## src/common/ssr_pkg.sv

```systemverilog
// Package of offsets, bit positions and reset values for the status block
package ssr_pkg;

  localparam int ADDR_W = 4;
  localparam int DATA_W = 8;
  localparam int IRQ_W = 3;

  typedef logic [DATA_W-1:0] ssr_byte_t;
  typedef logic [ADDR_W-1:0] ssr_addr_t;
  typedef logic [IRQ_W-1:0] ssr_irq_t;

  // Register offsets
  localparam ssr_addr_t OFF_QUERY = 4'h0;
  localparam ssr_addr_t OFF_POLL = 4'h1;
  localparam ssr_addr_t OFF_CLEAR = 4'h2;
  localparam ssr_addr_t OFF_MASK = 4'h3;
  localparam ssr_addr_t OFF_IRQ_STAT = 4'h4;
  localparam ssr_addr_t OFF_IRQ_CLR = 4'h5;
  localparam ssr_addr_t OFF_IRQ_EN = 4'h6;

  // Status bit positions, weight is two to the position
  localparam int BIT_SUBPROG = 0;
  localparam int BIT_LIMIT = 1;
  localparam int BIT_SRQ_CMD = 2;
  localparam int BIT_POWER_ON = 3;
  localparam int BIT_READY = 4;
  localparam int BIT_ERROR = 5;
  localparam int BIT_SUMMARY = 6;
  localparam int BIT_DATA = 7;

  // Field masks
  localparam ssr_byte_t QUERY_HIDE = 8'h10;
  localparam ssr_byte_t PERSIST_MASK = 8'h30;
  localparam ssr_byte_t SUMMARY_MASK = 8'h40;

  // Reset values
  localparam ssr_byte_t STATUS_RST = 8'h08;
  localparam ssr_byte_t MASK_RST = 8'h00;
  localparam ssr_irq_t IRQ_RST = 3'h0;

  // Interrupt bit positions
  localparam int IRQ_SRQ_RAISED = 0;
  localparam int IRQ_POLL_CLEAR = 1;
  localparam int IRQ_STAT_CLEAR = 2;

endpackage

```

## src/common/ssr_sticky_if.sv

```systemverilog
// Interface between the sticky bit store and its owner
`timescale 1ns/10ps
interface ssr_sticky_if #(parameter int W = 8);
  logic [W-1:0] set;
  logic [W-1:0] clr;
  logic [W-1:0] keep;
  logic [W-1:0] q;
  logic [W-1:0] nxt;
  modport store (input set, input clr, input keep, output q, output nxt);
  modport user (output set, output clr, output keep, input q, input nxt);
endinterface

```

## src/rtl/ssr_sticky.sv

```systemverilog
// Sticky bit store, set wins over clear
`timescale 1ns/10ps
module ssr_sticky #(
  parameter int W = 8,
  parameter logic [W-1:0] RST = '0
)(
  input wire logic clk,
  input wire logic rst_n,
  ssr_sticky_if.store sif
);

  logic [W-1:0] q_ff;

  always_comb
  begin
    sif.nxt = (q_ff & ~(sif.clr & ~sif.keep)) | sif.set;
  end

  always_ff @(posedge clk)
  begin
    if (!rst_n)
      q_ff <= RST;
    else
      q_ff <= sif.nxt;
  end

  assign sif.q = q_ff;

endmodule

```

## src/rtl/ssr_regport.sv

```systemverilog
// Register port decode and registered read data
`timescale 1ns/10ps
module ssr_regport
  import ssr_pkg::*;
(
  input wire logic clk,
  input wire logic rst_n,
  input wire ssr_addr_t addr,
  input wire logic wr,
  input wire logic rd,
  input wire ssr_byte_t status_q,
  input wire ssr_byte_t mask_q,
  input wire ssr_irq_t irq_q,
  input wire ssr_irq_t irq_en_q,
  output logic wr_clear,
  output logic wr_mask,
  output logic wr_irq_clr,
  output logic wr_irq_en,
  output logic rd_query,
  output logic rd_poll,
  output ssr_byte_t rdata
);

  ssr_byte_t nxt_rdata;
  ssr_byte_t rdata_ff;

  always_comb
  begin
    wr_clear = wr && (addr == OFF_CLEAR);
    wr_mask = wr && (addr == OFF_MASK);
    wr_irq_clr = wr && (addr == OFF_IRQ_CLR);
    wr_irq_en = wr && (addr == OFF_IRQ_EN);
    rd_query = rd && (addr == OFF_QUERY);
    rd_poll = rd && (addr == OFF_POLL);
  end

  // Read mux, unmapped and write-only offsets read zero
  always_comb
  begin
    nxt_rdata = '0;
    if (rd)
    begin
      case (addr)
        OFF_QUERY: nxt_rdata = status_q & ~QUERY_HIDE;
        OFF_POLL: nxt_rdata = status_q;
        OFF_MASK: nxt_rdata = mask_q;
        OFF_IRQ_STAT: nxt_rdata = {{(DATA_W-IRQ_W){1'b0}}, irq_q};
        OFF_IRQ_EN: nxt_rdata = {{(DATA_W-IRQ_W){1'b0}}, irq_en_q};
        default: nxt_rdata = '0;
      endcase
    end
  end

  always_ff @(posedge clk)
  begin
    if (!rst_n)
      rdata_ff <= '0;
    else
      rdata_ff <= nxt_rdata;
  end

  assign rdata = rdata_ff;

endmodule

```

## src/rtl/ssr_top.sv

```systemverilog
// Status byte and service request logic with register port
//
// The implementer's own choices: the address map and the address-and-strobe port.
`timescale 1ns/10ps

////////////////////////////////////////////////////////////////////////////
module ssr_top
  import ssr_pkg::*;
(
  input wire logic MCLK,
  input wire logic RESETN,
  input wire ssr_addr_t ADDR,
  input wire ssr_byte_t WDATA,
  input wire logic WR,
  input wire logic RD,
  output ssr_byte_t RDATA,
  input wire logic EVT_SUBPROG_DONE,
  input wire logic EVT_LIMIT,
  input wire logic EVT_SRQ_CMD,
  input wire logic EVT_POWER_ON,
  input wire logic COND_READY,
  input wire logic COND_ERROR,
  input wire logic EVT_DATA_AVAIL,
  output logic SRQ,
  output logic IRQ
);

  ////////////////////////////////////////////////////////////////////////////
  // Declarations

  ssr_sticky_if #(.W(DATA_W)) st_if ();
  ssr_sticky_if #(.W(IRQ_W)) irq_if ();

  logic wr_clear;
  logic wr_mask;
  logic wr_irq_clr;
  logic wr_irq_en;
  logic rd_query;
  logic rd_poll;
  logic clr_any;
  logic poll_clear;
  logic summary_set;
  logic summary_keep;
  ssr_byte_t ev_vec;
  ssr_byte_t cond_vec;
  ssr_byte_t mask_eff;
  ssr_byte_t mask_ff;
  ssr_byte_t nxt_mask;
  ssr_irq_t irq_en_ff;
  ssr_irq_t nxt_irq_en;
  logic srq_ff;
  logic irq_ff;

  ////////////////////////////////////////////////////////////////////////////
  // Register port

  ssr_regport u_port (
    .clk (MCLK),
    .rst_n (RESETN),
    .addr (ADDR),
    .wr (WR),
    .rd (RD),
    .status_q (st_if.q),
    .mask_q (mask_ff),
    .irq_q (irq_if.q),
    .irq_en_q (irq_en_ff),
    .wr_clear (wr_clear),
    .wr_mask (wr_mask),
    .wr_irq_clr (wr_irq_clr),
    .wr_irq_en (wr_irq_en),
    .rd_query (rd_query),
    .rd_poll (rd_poll),
    .rdata (RDATA)
  );

  ////////////////////////////////////////////////////////////////////////////
  // Service enable mask

  always_comb
  begin
    nxt_mask = mask_ff;
    if (wr_mask)
      nxt_mask = WDATA;
  end

  always_ff @(posedge MCLK)
  begin
    if (!RESETN)
      mask_ff <= MASK_RST;
    else
      mask_ff <= nxt_mask;
  end

  // Bit 6 is the summary itself and never feeds itself
  assign mask_eff = mask_ff & ~SUMMARY_MASK;

  ////////////////////////////////////////////////////////////////////////////
  // Status events and conditions

  always_comb
  begin
    ev_vec = '0;
    ev_vec[BIT_SUBPROG] = EVT_SUBPROG_DONE;
    ev_vec[BIT_LIMIT] = EVT_LIMIT;
    ev_vec[BIT_SRQ_CMD] = EVT_SRQ_CMD;
    ev_vec[BIT_POWER_ON] = EVT_POWER_ON;
    ev_vec[BIT_READY] = COND_READY;
    ev_vec[BIT_ERROR] = COND_ERROR;
    ev_vec[BIT_DATA] = EVT_DATA_AVAIL;
  end

  assign cond_vec = ev_vec & PERSIST_MASK;

  // Clear by command, or by a poll while the request is up
  assign poll_clear = rd_poll && srq_ff;
  assign clr_any = wr_clear || poll_clear;

  // Summary sets from enabled bits, new or standing
  always_comb
  begin
    summary_set = |(ev_vec & mask_eff);
    if (!clr_any)
      summary_set = summary_set || |(st_if.q & mask_eff);
  end

  // Summary survives a clear command while an enabled condition holds
  assign summary_keep = wr_clear && |(cond_vec & mask_eff);

  ////////////////////////////////////////////////////////////////////////////
  // Status register store

  always_comb
  begin
    st_if.set = ev_vec;
    st_if.set[BIT_SUMMARY] = summary_set;
    st_if.clr = {DATA_W{clr_any}};
    st_if.keep = '0;
    if (wr_clear)
    begin
      st_if.keep = cond_vec;
      st_if.keep[BIT_SUMMARY] = summary_keep;
    end
  end

  ssr_sticky #(.W(DATA_W), .RST(STATUS_RST)) u_status (
    .clk (MCLK),
    .rst_n (RESETN),
    .sif (st_if)
  );

  ////////////////////////////////////////////////////////////////////////////
  // Service request line

  always_ff @(posedge MCLK)
  begin
    if (!RESETN)
      srq_ff <= 1'b0;
    else
      srq_ff <= st_if.nxt[BIT_SUMMARY];
  end

  assign SRQ = srq_ff;

  ////////////////////////////////////////////////////////////////////////////
  // Interrupts

  always_comb
  begin
    irq_if.set = '0;
    irq_if.set[IRQ_SRQ_RAISED] = st_if.nxt[BIT_SUMMARY] && !srq_ff;
    irq_if.set[IRQ_POLL_CLEAR] = poll_clear;
    irq_if.set[IRQ_STAT_CLEAR] = wr_clear;
    irq_if.clr = '0;
    if (wr_irq_clr)
      irq_if.clr = WDATA[IRQ_W-1:0];
    irq_if.keep = '0;
  end

  ssr_sticky #(.W(IRQ_W), .RST(IRQ_RST)) u_irq (
    .clk (MCLK),
    .rst_n (RESETN),
    .sif (irq_if)
  );

  always_comb
  begin
    nxt_irq_en = irq_en_ff;
    if (wr_irq_en)
      nxt_irq_en = WDATA[IRQ_W-1:0];
  end

  always_ff @(posedge MCLK)
  begin
    if (!RESETN)
      irq_en_ff <= IRQ_RST;
    else
      irq_en_ff <= nxt_irq_en;
  end

  always_ff @(posedge MCLK)
  begin
    if (!RESETN)
      irq_ff <= 1'b0;
    else
      irq_ff <= |(irq_if.nxt & nxt_irq_en);
  end

  assign IRQ = irq_ff;
endmodule

```

## config.mk

```make
export PLATFORM = sky130hd
export DESIGN_NAME = ssr_top
export DESIGN_NICKNAME = d
export VERILOG_FILES = /design/src/common/ssr_pkg.sv /design/src/common/ssr_sticky_if.sv /design/src/rtl/ssr_sticky.sv /design/src/rtl/ssr_regport.sv /design/src/rtl/ssr_top.sv
export SDC_FILE = /design/constraint.sdc
export NUM_CORES = 1
export LEC_CHECK = 0
export ABC_AREA = 1
export ABC_CLOCK_PERIOD_IN_PS = 2200
export BUFFER_PORTS_ARGS = -buffer_cell sky130_fd_sc_hd__buf_2
export CORE_MARGIN = 3
export CORE_UTILIZATION = 54
export CTS_CLUSTER_DIAMETER = 50
export DETAILED_ROUTE_END_ITERATION = 8
export MAX_ROUTING_LAYER = met4
export PLACE_DENSITY = 0.91
export RECOVER_POWER = 50
export SYNTH_ARGS = -nofsm -noshare
export SYNTH_HDL_FRONTEND = slang
export SYNTH_SLANG_ARGS = --single-unit
```

## constraint.sdc

```tcl
create_clock -name MCLK -period 2.2 [get_ports MCLK]
set_clock_uncertainty 0.05 [all_clocks]
set_input_delay 0.33 -clock MCLK [delete_from_list [all_inputs] [get_ports MCLK]]
set_output_delay 0.33 -clock MCLK [all_outputs]
set_load 0.02 [all_outputs]
```

# Yosys cells after proc, flatten, opt, wreduce, memory -nomap -nowiden
# Cells that the tools add are included.
# op_classes
addsub,0
mul,0
div_mod_pow,0
magnitude_cmp,0
eq_ne,6
n_shift,0
mux,5
bitwise,12
n_reduce_logical,17
# ops
operator,count
one-hot mux 8 bit (5 select lines),1
bitwise AND 8 bit,4
OR reduction 8 bit,3
== test 4 x 3 -> 1 bit (second input constant),3
bitwise AND 6 x 8 -> 8 bit,1
== test 4 x 2 -> 1 bit (second input constant),2
logical AND 1 bit,8
inverter 7 -> 8 bit,1
inverter 8 bit,1
bitwise OR 8 bit,1
two-way mux 7 bit,1
bitwise AND 3 bit,2
two-way mux 3 bit,2
== test 4 x 1 -> 1 bit (second input constant),1
logical NOT 4 bit,1
inverter 3 bit,1
bitwise OR 3 bit,1
OR reduction 3 bit,1
logical OR 1 bit,2
AND reduction 2 bit,1
logical NOT 1 bit,1
two-way mux 1 bit,1
# totals
register_bits,32
latch_bits,0
mem_bits_rw,0
romBits,0
output_inout_bits,10
wordCells,47
memories,0

# Logic depth before layout (Yosys ltp)
# Gate-level depths: netlist of the first run.
# logic_depth
word_depth,13
ltp_mapped,11

# Modules after synthesis
# From an unflattened synthesis of the first run, not the netlist that was laid out.
# hier_totals
hier_cells,258
area_unflattened_um2,1637.8
# modules_own_cells
mod,n_inst,cells_each,area_each_um2,seq_area_each_um2
ssr_top,1,109,678.2,260.2
ssr_regport,1,71,469.2,160.2
ssr_sticky (u_status),1,56,355.3,160.2
ssr_sticky (u_irq),1,22,135.1,60.1

# Least setup slack after synthesis of the first run
# Ideal clock, no wire load.
# synth_timing
kind,reg2reg
start,"register u_status.q_ff[6], in the netlist u_status.sif.q[6]"
end,"register irq_ff, in the netlist IRQ"
arrival_time_ns,1.113
required_ns,2.038
setup_slack_ns,0.925
stages_incl_launch_ff,12
path_buffers,0
period_less_slack_ns,1.275
cell_sequence,dfxtp_1 > nand2_1 > inv_1 > nand3_2 > nand2_1 > inv_2 > nand2_1 > nand2_1 > nand2_2 > nand2_1 > nand2_1 > nand2_1
# synth_between
elab_chain_cells,9
# synth_lines
item,line_no,text
"start, declared",ssr_sticky.sv:12,logic [W-1:0] q_ff;
"start signal, assigned",ssr_sticky.sv:24,q_ff <= sif.nxt;
bitwise AND 8 bit,ssr_top.sv:123,summary_set = summary_set || |(st_if.q & mask_eff);
OR reduction 8 bit,ssr_top.sv:123,
logical OR 1 bit,ssr_top.sv:123,
two-way mux 1 bit,ssr_top.sv:122,if (!clr_any)
bitwise OR 8 bit *,ssr_sticky.sv:16,sif.nxt = (q_ff & ~(sif.clr & ~sif.keep)) | sif.set;
logical AND 1 bit *,ssr_top.sv:170,irq_if.set[IRQ_SRQ_RAISED] = st_if.nxt[BIT_SUMMARY] && !srq_ff;
bitwise OR 3 bit *,ssr_sticky.sv:16,
bitwise AND 3 bit *,ssr_top.sv:205,irq_ff <= |(irq_if.nxt & nxt_irq_en);
OR reduction 3 bit *,ssr_top.sv:205,
"end signal, assigned",ssr_top.sv:205,
"end, declared",ssr_top.sv:52,logic irq_ff;
# Every way passes the cells marked *; elsewhere a longest branch is shown, timed or not.
# A chain may end at the register's enable or synchronous reset.

# Final worst setup path of the first run
# layout_timing
start,input ADDR[3]
end,"register irq_ff, in the netlist IRQ"
# layout_between
elab_chain_cells,13
# layout_lines
item,line_no,text
"start, declared",ssr_top.sv:12,"input wire ssr_addr_t ADDR,"
== test 4 x 2 -> 1 bit,ssr_regport.sv:29,wr_clear = wr && (addr == OFF_CLEAR);
logical AND 1 bit,ssr_regport.sv:29,
logical AND 1 bit,ssr_top.sv:127,assign summary_keep = wr_clear && |(cond_vec & mask_eff);
two-way mux 7 bit,ssr_top.sv:138,if (wr_clear)
inverter 7 -> 8 bit,ssr_sticky.sv:16,
bitwise AND 8 bit,ssr_sticky.sv:16,
inverter 8 bit,ssr_sticky.sv:16,
bitwise AND 8 bit,ssr_sticky.sv:16,
bitwise OR 8 bit,ssr_sticky.sv:16,
logical AND 1 bit,ssr_top.sv:170,
bitwise OR 3 bit,ssr_sticky.sv:16,
bitwise AND 3 bit *,ssr_top.sv:205,
OR reduction 3 bit *,ssr_top.sv:205,
# Marked as above.

==> impl_metrics.yaml, run 1 <==
worst_hold_path:
  min_path_cells: 2
  hold_end: "u_status.sif.q[3]$_SDFF_PN1_"
  holdCritStartpoint: "EVT_POWER_ON"
  min_path_type: "in2reg"
cts:
  hold_buffers: 0
  post-cts-setup-buffers: 0
  clock-sinks: 31
  root_buffer: "clkbuf_4"
  cts.reportedPaths.clkPinSlew_ns: 0.09
  cts_tree: "yes"
  h-tree-depth: 2
  clk_latency_ns: 0.34
  clock_path_buffers: 2
  ctsResizeCount: 0
  numCtsBuffers: 5
status:
  status: "completed"
floorplan:
  die_w_um: 56.58
  num_io_pins: 33
  die_area_sq_um: 3201
  die_height_um: 56.58
  initial_core_util_pct: 59.58
  fp.coreArea_sq_um: 2318
  rows: 17
global_route:
  gr-total-overflow: 0
  grt_max_degree: 22
  grt_pass1_wl_mm: 5.388
  grt_pass1_vias: 1238
  antenna_found_initial: 0
  grt_util_all_layers_pct: 22.48
timing:
  tightestPinTransition_ns: 0.7419
  finalHoldViolations: 0
  finalCritPeriodShare_pct: 76.40
  slew_headroom_pct: 50.36
  rsz0062_at_grt: "false"
  finalSetupViolCount: 0
  fmax_ghz: 0.5950
  drv_slew: 0
  fin_setup_tns_ns: 0
  period_minus_slack_ns: 1.681
synth:
  ys_ff_latch: 31
  yosysSeqAreaShare_pct: 44.93
  synth.top_cell.area_share_pct: 44.93
  syn-num-nets: 222
  postSynthAreaPerCell_sq_um: 6.941
  yosysWarningCount: 0
  yosysUniqueCellTypes: 22
  netlist_area_sq_um: 1381
  synth_area_leaders: "dfxtp_1 (45%), nand2_1 (18%), a21oi_1 (9.8%), nand3_1 (8.7%), inv_1 (5.2%)"
  synth_top_area_cell: "dfxtp_1"
  synth_cells: 199
placed_design:
  io_buffers: 32
  dp_hpwl_mm: 2.447
  place.gp.congestion: 0.9064
cells_and_area:
  layout_commonest_cell: "nand2_1"
  final_core_util_pct: 67.78
  nNetsFinal: 256
  fillCellCount: 228
  final_cell_mix: "nand2_1 (65), dfxtp_1 (31), a21oi_1 (27)"
  final_layout_size_suffix_gt1_share_pct: 15.38
  syn2layout_area_growth_pct: 13.77
  diodes: 0
power_and_ir_drop:
  seq_power_share_pct: 58.5
  power.switching_uw: 280.0
  peakVddDrop_mv: 0.5542
  power_switching_share_pct: 27.73
  internal_power_uw: 730.0
  cellLeakagePower_uw: 0.0007021
  power_density_nw_per_um2: 642.7
  pwr-share-comb_pct: 9.7
  fin_total_pwr_uw: 1010
  clkPwrFrac_pct: 31.8
detailed_routing:
  ant_nets: 0
  route.vias.total: 1391
  drt_iter0_drc: 60
  wirelength_mm: 3.239
  firstDrtPassIters: 4
  wire_per_inst_um: 12.36
  viasPerCell: 5.309
  drc: 0
worst_setup_path:
  cp.arrival_ns: 1.87
  r2r_end: "IRQ$_SDFF_PN0_"
  r2r_slack_ns: 0.85
  crit_path_end_kind: "flop"
  cp.required_ns: 2.39
  critical_path_class: "in2reg"
  r2r-start: "u_status.sif.q[6]$_SDFF_PN0_"
  cp-start-kind: "primary input"
  path_max_fanout: 11
  rr_worst_depth: 11
flow_run:
  max_cap_violations: 0
-- power by group through the flow --
stage	Sequential, uW	Clock [uW]	Combinational, uW
after global routing	593	348	112
after global placement	602	0	97.7
final	590	321	98.4
after floorplan	602	0	58.6
after CTS	590	325	99.8
after detailed placement	603	0	99.3
-- metrics by stage --
| stage | instances | instance area [sq um] | hold WS [ns] | setup WS (ns) |
|---|---|---|---|---|
| CTS | 262 | 1593 | 0.1505 | 0.8164 |
| floorplan | 199 | 1381 | 0.3786 | 0.9247 |
| global route | 262 | 1572 | 0.1437 | 0.3926 |
| finish | 262 | 1572 | 0.1614 | 0.5193 |
| global placement | 254 | 1540 | 0.3999 | 0.4904 |
| detailed placement | 254 | 1540 | 0.4027 | 0.4514 |
-- state kept, by name (all words and copies together) (netlist names) --
| signal | count |
|---|---|
| IRQ | 1 |
| irq_en_ff | 3 |
| mask_ff | 8 |
| u_irq.sif.q | 3 |
| u_port.rdata | 8 |
| u_status.sif.q | 8 |
-- metal layers --
metal	track usage [%]	up-vias	part of all wire, %	wire (um)
met5	-	-	0	0
met4	10.85	0	2.0	64
met3	7.586	6	10	334
met2	32.34	66	45	1445
met1	28.05	604	43	1394
li1	-	715	-	-
-- synthesized netlist by cell type --
library cell  instances
a211o_1               1
a211oi_2              1
a21oi_1              27
a41oi_1               1
buf_1                 1
buf_2                 2
buf_4                 1
buf_6                 2
dfxtp_1              31
inv_1                19
inv_2                 4
nand2_1              65
nand2_2               1
nand3_1              24
nand3_2               1
nand4_1               1
nor2_1                9
nor2_2                2
nor3_1                1
o21ai_0               2
o21ai_1               1
o22ai_1               2
-- how the worst max path moves through the flow --
stage	endpoint	start	cells past startpoint
3_3_place_gp	mask_ff[5]$_SDFFE_PN0P_	ADDR[3]	7
2_1_floorplan	IRQ$_SDFF_PN0_	u_status.sif.q[6]$_SDFF_PN0_	11
6_report	IRQ$_SDFF_PN0_	ADDR[3]	11
5_1_grt	IRQ$_SDFF_PN0_	ADDR[3]	11
4_1_cts	mask_ff[0]$_SDFFE_PN0P_	ADDR[3]	7
3_5_place_dp	mask_ff[0]$_SDFFE_PN0P_	ADDR[3]	7
-- logic make-up (layout without fill, tap and decap cells) --
logic type | count (synthesis) | in the layout | share of synthesized area, %
compound gates | 35 | 35 | 13.95
buf+inv | 29 | 64 | 9.420
simple gates | 104 | 104 | 31.70
flops | 31 | 31 | 44.93
-- area by class of cell --
cell class	count	area, sq um	share of cell area, %
tap	28	35.03	2.229
inverter	23	86.33	5.494
clock buffer	5	37.54	2.389
timing repair buffer	33	153.9	9.793
clock inverter	3	15.01	0.9554
multi-input combinational	139	623.1	39.65
sequential	31	620.6	39.49
-- worst max-delay path: stages --
cell and delay, ns:
clkbuf_1 0.10, nor2_1 0.59, nand3_1 0.26, nand2_1 0.12, inv_1 0.11, nand2_1 0.08, nand2_1 0.07, nand2_2 0.07
nand2_1 0.05, nand2_1 0.05, nand2_1 0.04
No activity file was read; power rests on OpenSTA's default activity.
==> inputs of run 2 (changes only) <==
--- a/config.mk
+++ b/config.mk
@@ -6,14 +6,14 @@
 export NUM_CORES = 1
 export LEC_CHECK = 0
 export ABC_AREA = 1
-export ABC_CLOCK_PERIOD_IN_PS = 2200
+export ABC_CLOCK_PERIOD_IN_PS = 1350
 export BUFFER_PORTS_ARGS = -buffer_cell sky130_fd_sc_hd__buf_2
 export CORE_MARGIN = 3
-export CORE_UTILIZATION = 54
+export CORE_UTILIZATION = 47
 export CTS_CLUSTER_DIAMETER = 50
 export DETAILED_ROUTE_END_ITERATION = 8
 export MAX_ROUTING_LAYER = met4
-export PLACE_DENSITY = 0.91
+export PLACE_DENSITY = 0.85
 export RECOVER_POWER = 50
 export SYNTH_ARGS = -nofsm -noshare
 export SYNTH_HDL_FRONTEND = slang
==> constraint.sdc (replaced) <==
create_clock -name MCLK -period 1.35 [get_ports MCLK]
set_clock_uncertainty 0.05 [all_clocks]
set_input_delay 0.2025 -clock MCLK [delete_from_list [all_inputs] [get_ports MCLK]]
set_output_delay 0.2025 -clock MCLK [all_outputs]
set_load 0.02 [all_outputs]
==> impl_metrics.yaml, run 2 (same netlist as run 1, synthesis figures left out) <==
global_route:
  grt_util_all_layers_pct: 21.10
  antenna_found_initial: 0
  grt_pass1_wl_mm: 5.444
  grt_pass1_vias: 1275
  gr-total-overflow: 0
  grt_max_degree: 17
power_and_ir_drop:
  power_switching_share_pct: 23.93
  clkPwrFrac_pct: 40.2
  internal_power_uw: 1448
  pwr-share-comb_pct: 9.4
  seq_power_share_pct: 50.4
  power.switching_uw: 455.6
  power_density_nw_per_um2: 1125
  peakVddDrop_mv: 0.9434
  cellLeakagePower_uw: 0.0008027
worst_setup_path:
  crit_path_end_kind: "output port"
  cp-start-kind: "flop"
  r2r-start: "u_status.sif.q[6]$_SDFF_PN0_"
  cp.required_ns: 1.10
  critical_path_class: "reg2out"
  crit_start: "u_status.sif.q[6]$_SDFF_PN0_"
  path_max_fanout: 3
  cp.arrival_ns: 0.97
timing:
  drv_slew: 0
  fmax_ghz: 0.8156
  finalCritPeriodShare_pct: 90.82
  slew_headroom_pct: 78.70
  fin_ws_ns: 0.1239
  period_minus_slack_ns: 1.226
  fin_hold_ws_ns: 0.04409
  finalSetupViolCount: 0
  finalHoldViolations: 0
  tightestPinTransition_ns: 0.3196
  rsz0062_at_grt: "false"
detailed_routing:
  firstDrtPassIters: 4
  route.vias.total: 1443
  wire_per_inst_um: 11.76
  viasPerCell: 5.228
  wirelength_mm: 3.245
  drc: 0
  ant_nets: 0
  drt_iter0_drc: 84
cts:
  numCtsBuffers: 5
  clk_latency_ns: 0.34
  post-cts-setup-buffers: 0
  clock_path_buffers: 2
  cts_tree: "yes"
  ctsResizeCount: 0
  hold_buffers: 0
  h-tree-depth: 2
  clock-sinks: 31
  root_buffer: "clkbuf_4"
  cts.reportedPaths.clkPinSlew_ns: 0.11
floorplan:
  die_w_um: 60.21
  rows: 19
  num_io_pins: 33
  fp.coreArea_sq_um: 2781
  die_height_um: 60.21
  die_area_sq_um: 3625
  initial_core_util_pct: 49.66
cells_and_area:
  layout.area.seq_sq_um: 620.6
  nNetsFinal: 267
  diodes: 0
  fillCellCount: 274
  final_cell_mix: "nand2_1 (65), dfxtp_1 (31), buf_2 (30)"
  syn2layout_area_growth_pct: 22.55
  multi_input_area_sq_um: 620.6
  layout_commonest_cell: "nand2_1"
  final_layout_size_suffix_gt1_share_pct: 21.63
placed_design:
  io_buffers: 32
  post-place-ws_ns: -0.01019
  dp_hpwl_mm: 2.484
  place.gp.congestion: 0.8941
worst_hold_path:
  min_path_type: "in2reg"
  holdCritStartpoint: "EVT_POWER_ON"
status:
  status: "completed"
flow_run:
  max_cap_violations: 0
-- run 2: cell types whose count changed in the layout (fill, tap and decap cells not counted), sizes merged --
cell / before / now
buf: 22 / 40
clkbuf: 16 / 10
clkinv: 3 / 1
bufinv: 0 / 1
-- run 2: final timing paths --
| kind | slack (ns) | to | depth (start not counted) |
|---|---|---|---|
| max reg2reg | 0.15 | IRQ$_SDFF_PN0_ | 11 |
| min | 0.04 | u_status.sif.q[3]$_SDFF_PN1_ | 2 |
| min reg2reg | 0.43 | mask_ff[6]$_SDFFE_PN0P_ | 2 |
| max | 0.12 | SRQ | 2 |
-- run 2: final cells by class --
cell class	count	share of cell area, %
multi-input combinational	139	36.66
tap	31	2.291
sequential	31	36.66
inverter	23	5.100
clock buffer	6	3.030
timing repair buffer	44	14.19
clock inverter	2	2.069
-- run 2: metal layers --
| layer | up-vias | wire [um] | global-route usage [%] |
|---|---|---|---|
| met5 | - | 0 | - |
| met4 | 0 | 75 | 8.544 |
| met3 | 10 | 279 | 7.343 |
| met2 | 58 | 1460 | 30.40 |
| met1 | 643 | 1429 | 26.78 |
| li1 | 732 | - | - |
-- run 2: critical path, cell delays in order (launching register included) --
cell,delay [ns]
dfxtp_1,0.35
buf_4,0.13
buf_2,0.15
-- run 2: power by group through the flow --
stage	sequential [uW]	combinational, uW	clock [uW]
floorplan	981	95.5	0
global placement	980	179	0
detailed placement	980	183	0
CTS	959	183	773
global route	963	204	810
finish	959	180	765
-- run 2: stage by stage --
stage	instance area (sq um)	power (uW)	cells	util, %	TNS [ns]
6_report	1693	1904	276	60.86	0
5_1_grt	1693	1977	276	60.86	0
4_1_cts	1713	1915	276	61.58	0
3_5_place_dp	1627	1163	268	58.48	-0.01019
3_3_place_gp	1627	1159	268	58.48	0
2_1_floorplan	1381	1077	199	-	0
==> inputs of run 3 (changes only) <==
--- a/config.mk
+++ b/config.mk
@@ -6,12 +6,13 @@
 export NUM_CORES = 1
 export LEC_CHECK = 0
 export ABC_AREA = 1
-export ABC_CLOCK_PERIOD_IN_PS = 1350
+export ABC_CLOCK_PERIOD_IN_PS = 1000
 export BUFFER_PORTS_ARGS = -buffer_cell sky130_fd_sc_hd__buf_2
 export CORE_MARGIN = 3
 export CORE_UTILIZATION = 47
 export CTS_CLUSTER_DIAMETER = 50
 export DETAILED_ROUTE_END_ITERATION = 8
+export HOLD_SLACK_MARGIN = 0.1
 export MAX_ROUTING_LAYER = met4
 export PLACE_DENSITY = 0.85
 export RECOVER_POWER = 50
==> constraint.sdc (replaced) <==
create_clock -name MCLK -period 1 [get_ports MCLK]
set_clock_uncertainty 0.05 [all_clocks]
set_input_delay 0.15 -clock MCLK [delete_from_list [all_inputs] [get_ports MCLK]]
set_output_delay 0.15 -clock MCLK [all_outputs]
set_load 0.02 [all_outputs]
==> impl_metrics.yaml, run 3 (same netlist as run 1, synthesis figures left out) <==
status:
  status: "finished, violations left"
  violations: "negative setup slack"
placed_design:
  dp_hpwl_mm: 2.829
  place.gp.congestion: 0.8686
  post-place-ws_ns: -0.2877
  io_buffers: 32
detailed_routing:
  viasPerCell: 5.358
  wirelength_mm: 4.471
  firstDrtPassIters: 4
  route.vias.total: 1693
  ant_nets: 0
  wire_per_inst_um: 14.15
  drt_iter0_drc: 117
  drc: 0
cts:
  clock_path_buffers: 2
  clk_latency_ns: 0.34
  root_buffer: "clkbuf_4"
  h-tree-depth: 2
  clock-sinks: 31
  numCtsBuffers: 5
  cts.reportedPaths.clkPinSlew_ns: 0.11
  cts_tree: "yes"
worst_setup_path:
  path_max_fanout: 3
  crit_path_frequent_cell: "nand2_1"
  r2r_slack_ns: -0.34
  crit_path_end_kind: "flop"
  critical_path_class: "reg2reg"
  cp-start-kind: "flop"
  cp.arrival_ns: 1.54
  crit_buf_inv: 0
  r2r-start: "mask_ff[7]$_SDFFE_PN0P_"
  r2r_end: "IRQ$_SDFF_PN0_"
  crit_chain: "nand2_1 > nand2_1 > nor2_1 > nand2_1 > nand2_2 > nand2_2 > nand2_2 > nand2_1 > nand2_1 > nand2_1"
  rr_worst_depth: 10
  slowest_delay_ns: 0.35
  cpMaxStageDelayCell: "dfxtp_2"
  path_delay_family: "simple AND/OR/NAND/NOR gates"
  cp.required_ns: 1.20
floorplan:
  die_area_sq_um: 3625
  num_io_pins: 33
  initial_core_util_pct: 49.66
  die_height_um: 60.21
  fp.coreArea_sq_um: 2781
  rows: 19
  die_w_um: 60.21
global_route:
  grt_util_all_layers_pct: 25.68
  grt_pass1_vias: 1506
  grt_pass1_wl_mm: 6.624
  gr-total-overflow: 0
  antenna_found_initial: 0
  grt_max_degree: 11
cells_and_area:
  nNetsFinal: 307
  final_layout_size_suffix_gt1_share_pct: 38.60
  final_cell_mix: "nand2_1 (56), buf_4 (32), nand3_1 (24)"
  diodes: 0
  layout_commonest_cell: "nand2_1"
  syn2layout_area_growth_pct: 57.25
timing:
  slew_headroom_pct: 78.48
  tightestPinTransition_ns: 0.3225
  finalHoldViolations: 0
  drv_slew: 0
  finalSetupViolCount: 21
  period_minus_slack_ns: 1.340
  fin_hold_ws_ns: 0.1119
  rsz0062_at_grt: "true"
  fin_ws_ns: -0.3402
  fmax_ghz: 0.7462
  finalCritPeriodShare_pct: 134.0
power_and_ir_drop:
  fin_total_pwr_uw: 2570
  cellLeakagePower_uw: 0.001007
  power_density_nw_per_um2: 1183
  peakVddDrop_mv: 1.451
worst_hold_path:
  holdCritStartpoint: "ADDR[2]"
  hold_end: "u_port.rdata[6]$_SDFF_PN0_"
  min_path_cells: 4
  min_path_type: "in2reg"
flow_run:
  max_cap_violations: 0
## run 3: changes by cell type in the layout (fill, tap and decap cells not counted), moves of 2 or more
| cell | previous run | this run |
|---|---|---|
| buf_6 | 0 | 11 |
| dfxtp_2 | 0 | 14 |
| nand2_1 | 65 | 56 |
| nor2_1 | 11 | 9 |
| a21oi_2 | 0 | 4 |
| buf_2 | 30 | 20 |
| nand2_2 | 1 | 10 |
| dfxtp_1 | 31 | 16 |
| nor2_2 | 0 | 2 |
| a21oi_1 | 27 | 23 |
| dlygate4sd3_1 | 0 | 16 |
| buf_4 | 10 | 32 |
## run 3: worst max-delay path by stage
| stage | startpoint | to | depth (start not counted) |
|---|---|---|---|
| floorplan | u_status.sif.q[6]$_SDFF_PN0_ | IRQ$_SDFF_PN0_ | 11 |
| global placement | ADDR[2] | IRQ$_SDFF_PN0_ | 10 |
| detailed placement | ADDR[3] | IRQ$_SDFF_PN0_ | 11 |
| CTS | u_status.sif.q[6]$_SDFF_PN0_ | IRQ$_SDFF_PN0_ | 11 |
| global route | u_status.sif.q[7]$_SDFF_PN0_ | IRQ$_SDFF_PN0_ | 10 |
| finish | mask_ff[7]$_SDFFE_PN0P_ | IRQ$_SDFF_PN0_ | 10 |
## run 3: layout make-up
| type | instances | area, sq um |
|---|---|---|
| Clock buffer | 7 | 65.06 |
| Clock inverter | 1 | 6.256 |
| Fill cell | 188 | 609.3 |
| Inverter | 23 | 86.33 |
| Multi-Input combinational cell | 139 | 673.1 |
| Sequential cell | 31 | 641.9 |
| Tap cell | 31 | 38.79 |
| Timing Repair Buffer | 84 | 660.6 |
## run 3: what timing repair did
| action | CTS | global route |
|---|---|---|
| pin swaps | 1 | 6 |
| setup endpoints to repair | 19 | 21 |
| buffers inserted | 0 | 3 |
| endpoints found under the hold margin | 18 | 0 |
| hold buffers | 16 | 0 |
| gates resized for setup | 15 | 34 |
| cloned | 0 | 0 |
## run 3: worst min-delay path: cells and delay by family
kind,cells,cell delay (ns)
AO/OA/AOI/OAI,1,0.06
buffers and inverters,1,0.11
AND/OR/NAND/NOR,2,0.13
## run 3: per-layer routing
layer | part of all wire [%] | routed length (um) | global-route usage, %
met5 | 0 | 0 | -
met4 | 5.0 | 225 | 10.44
met3 | 7.1 | 318 | 6.695
met2 | 46 | 2066 | 39.66
met1 | 42 | 1860 | 31.63
## run 3: through the flow
stage | util [%] | cells | TNS [ns] | instance area, sq um
final | 78.09 | 316 | -2.674 | 2172
after global routing | 78.09 | 316 | -4.103 | 2172
after CTS | 74.72 | 313 | -1.144 | 2078
after detailed placement | 65.00 | 289 | -4.785 | 1808
after global placement | 65.00 | 289 | -4.090 | 1808
after floorplan | - | 199 | -0.5555 | 1393
## run 3: where the power goes
part | switching, uW | internal [uW]
logic | 204 | 199
registers | 19.6 | 1270
clock network | 464 | 413
total | 688 | 1880
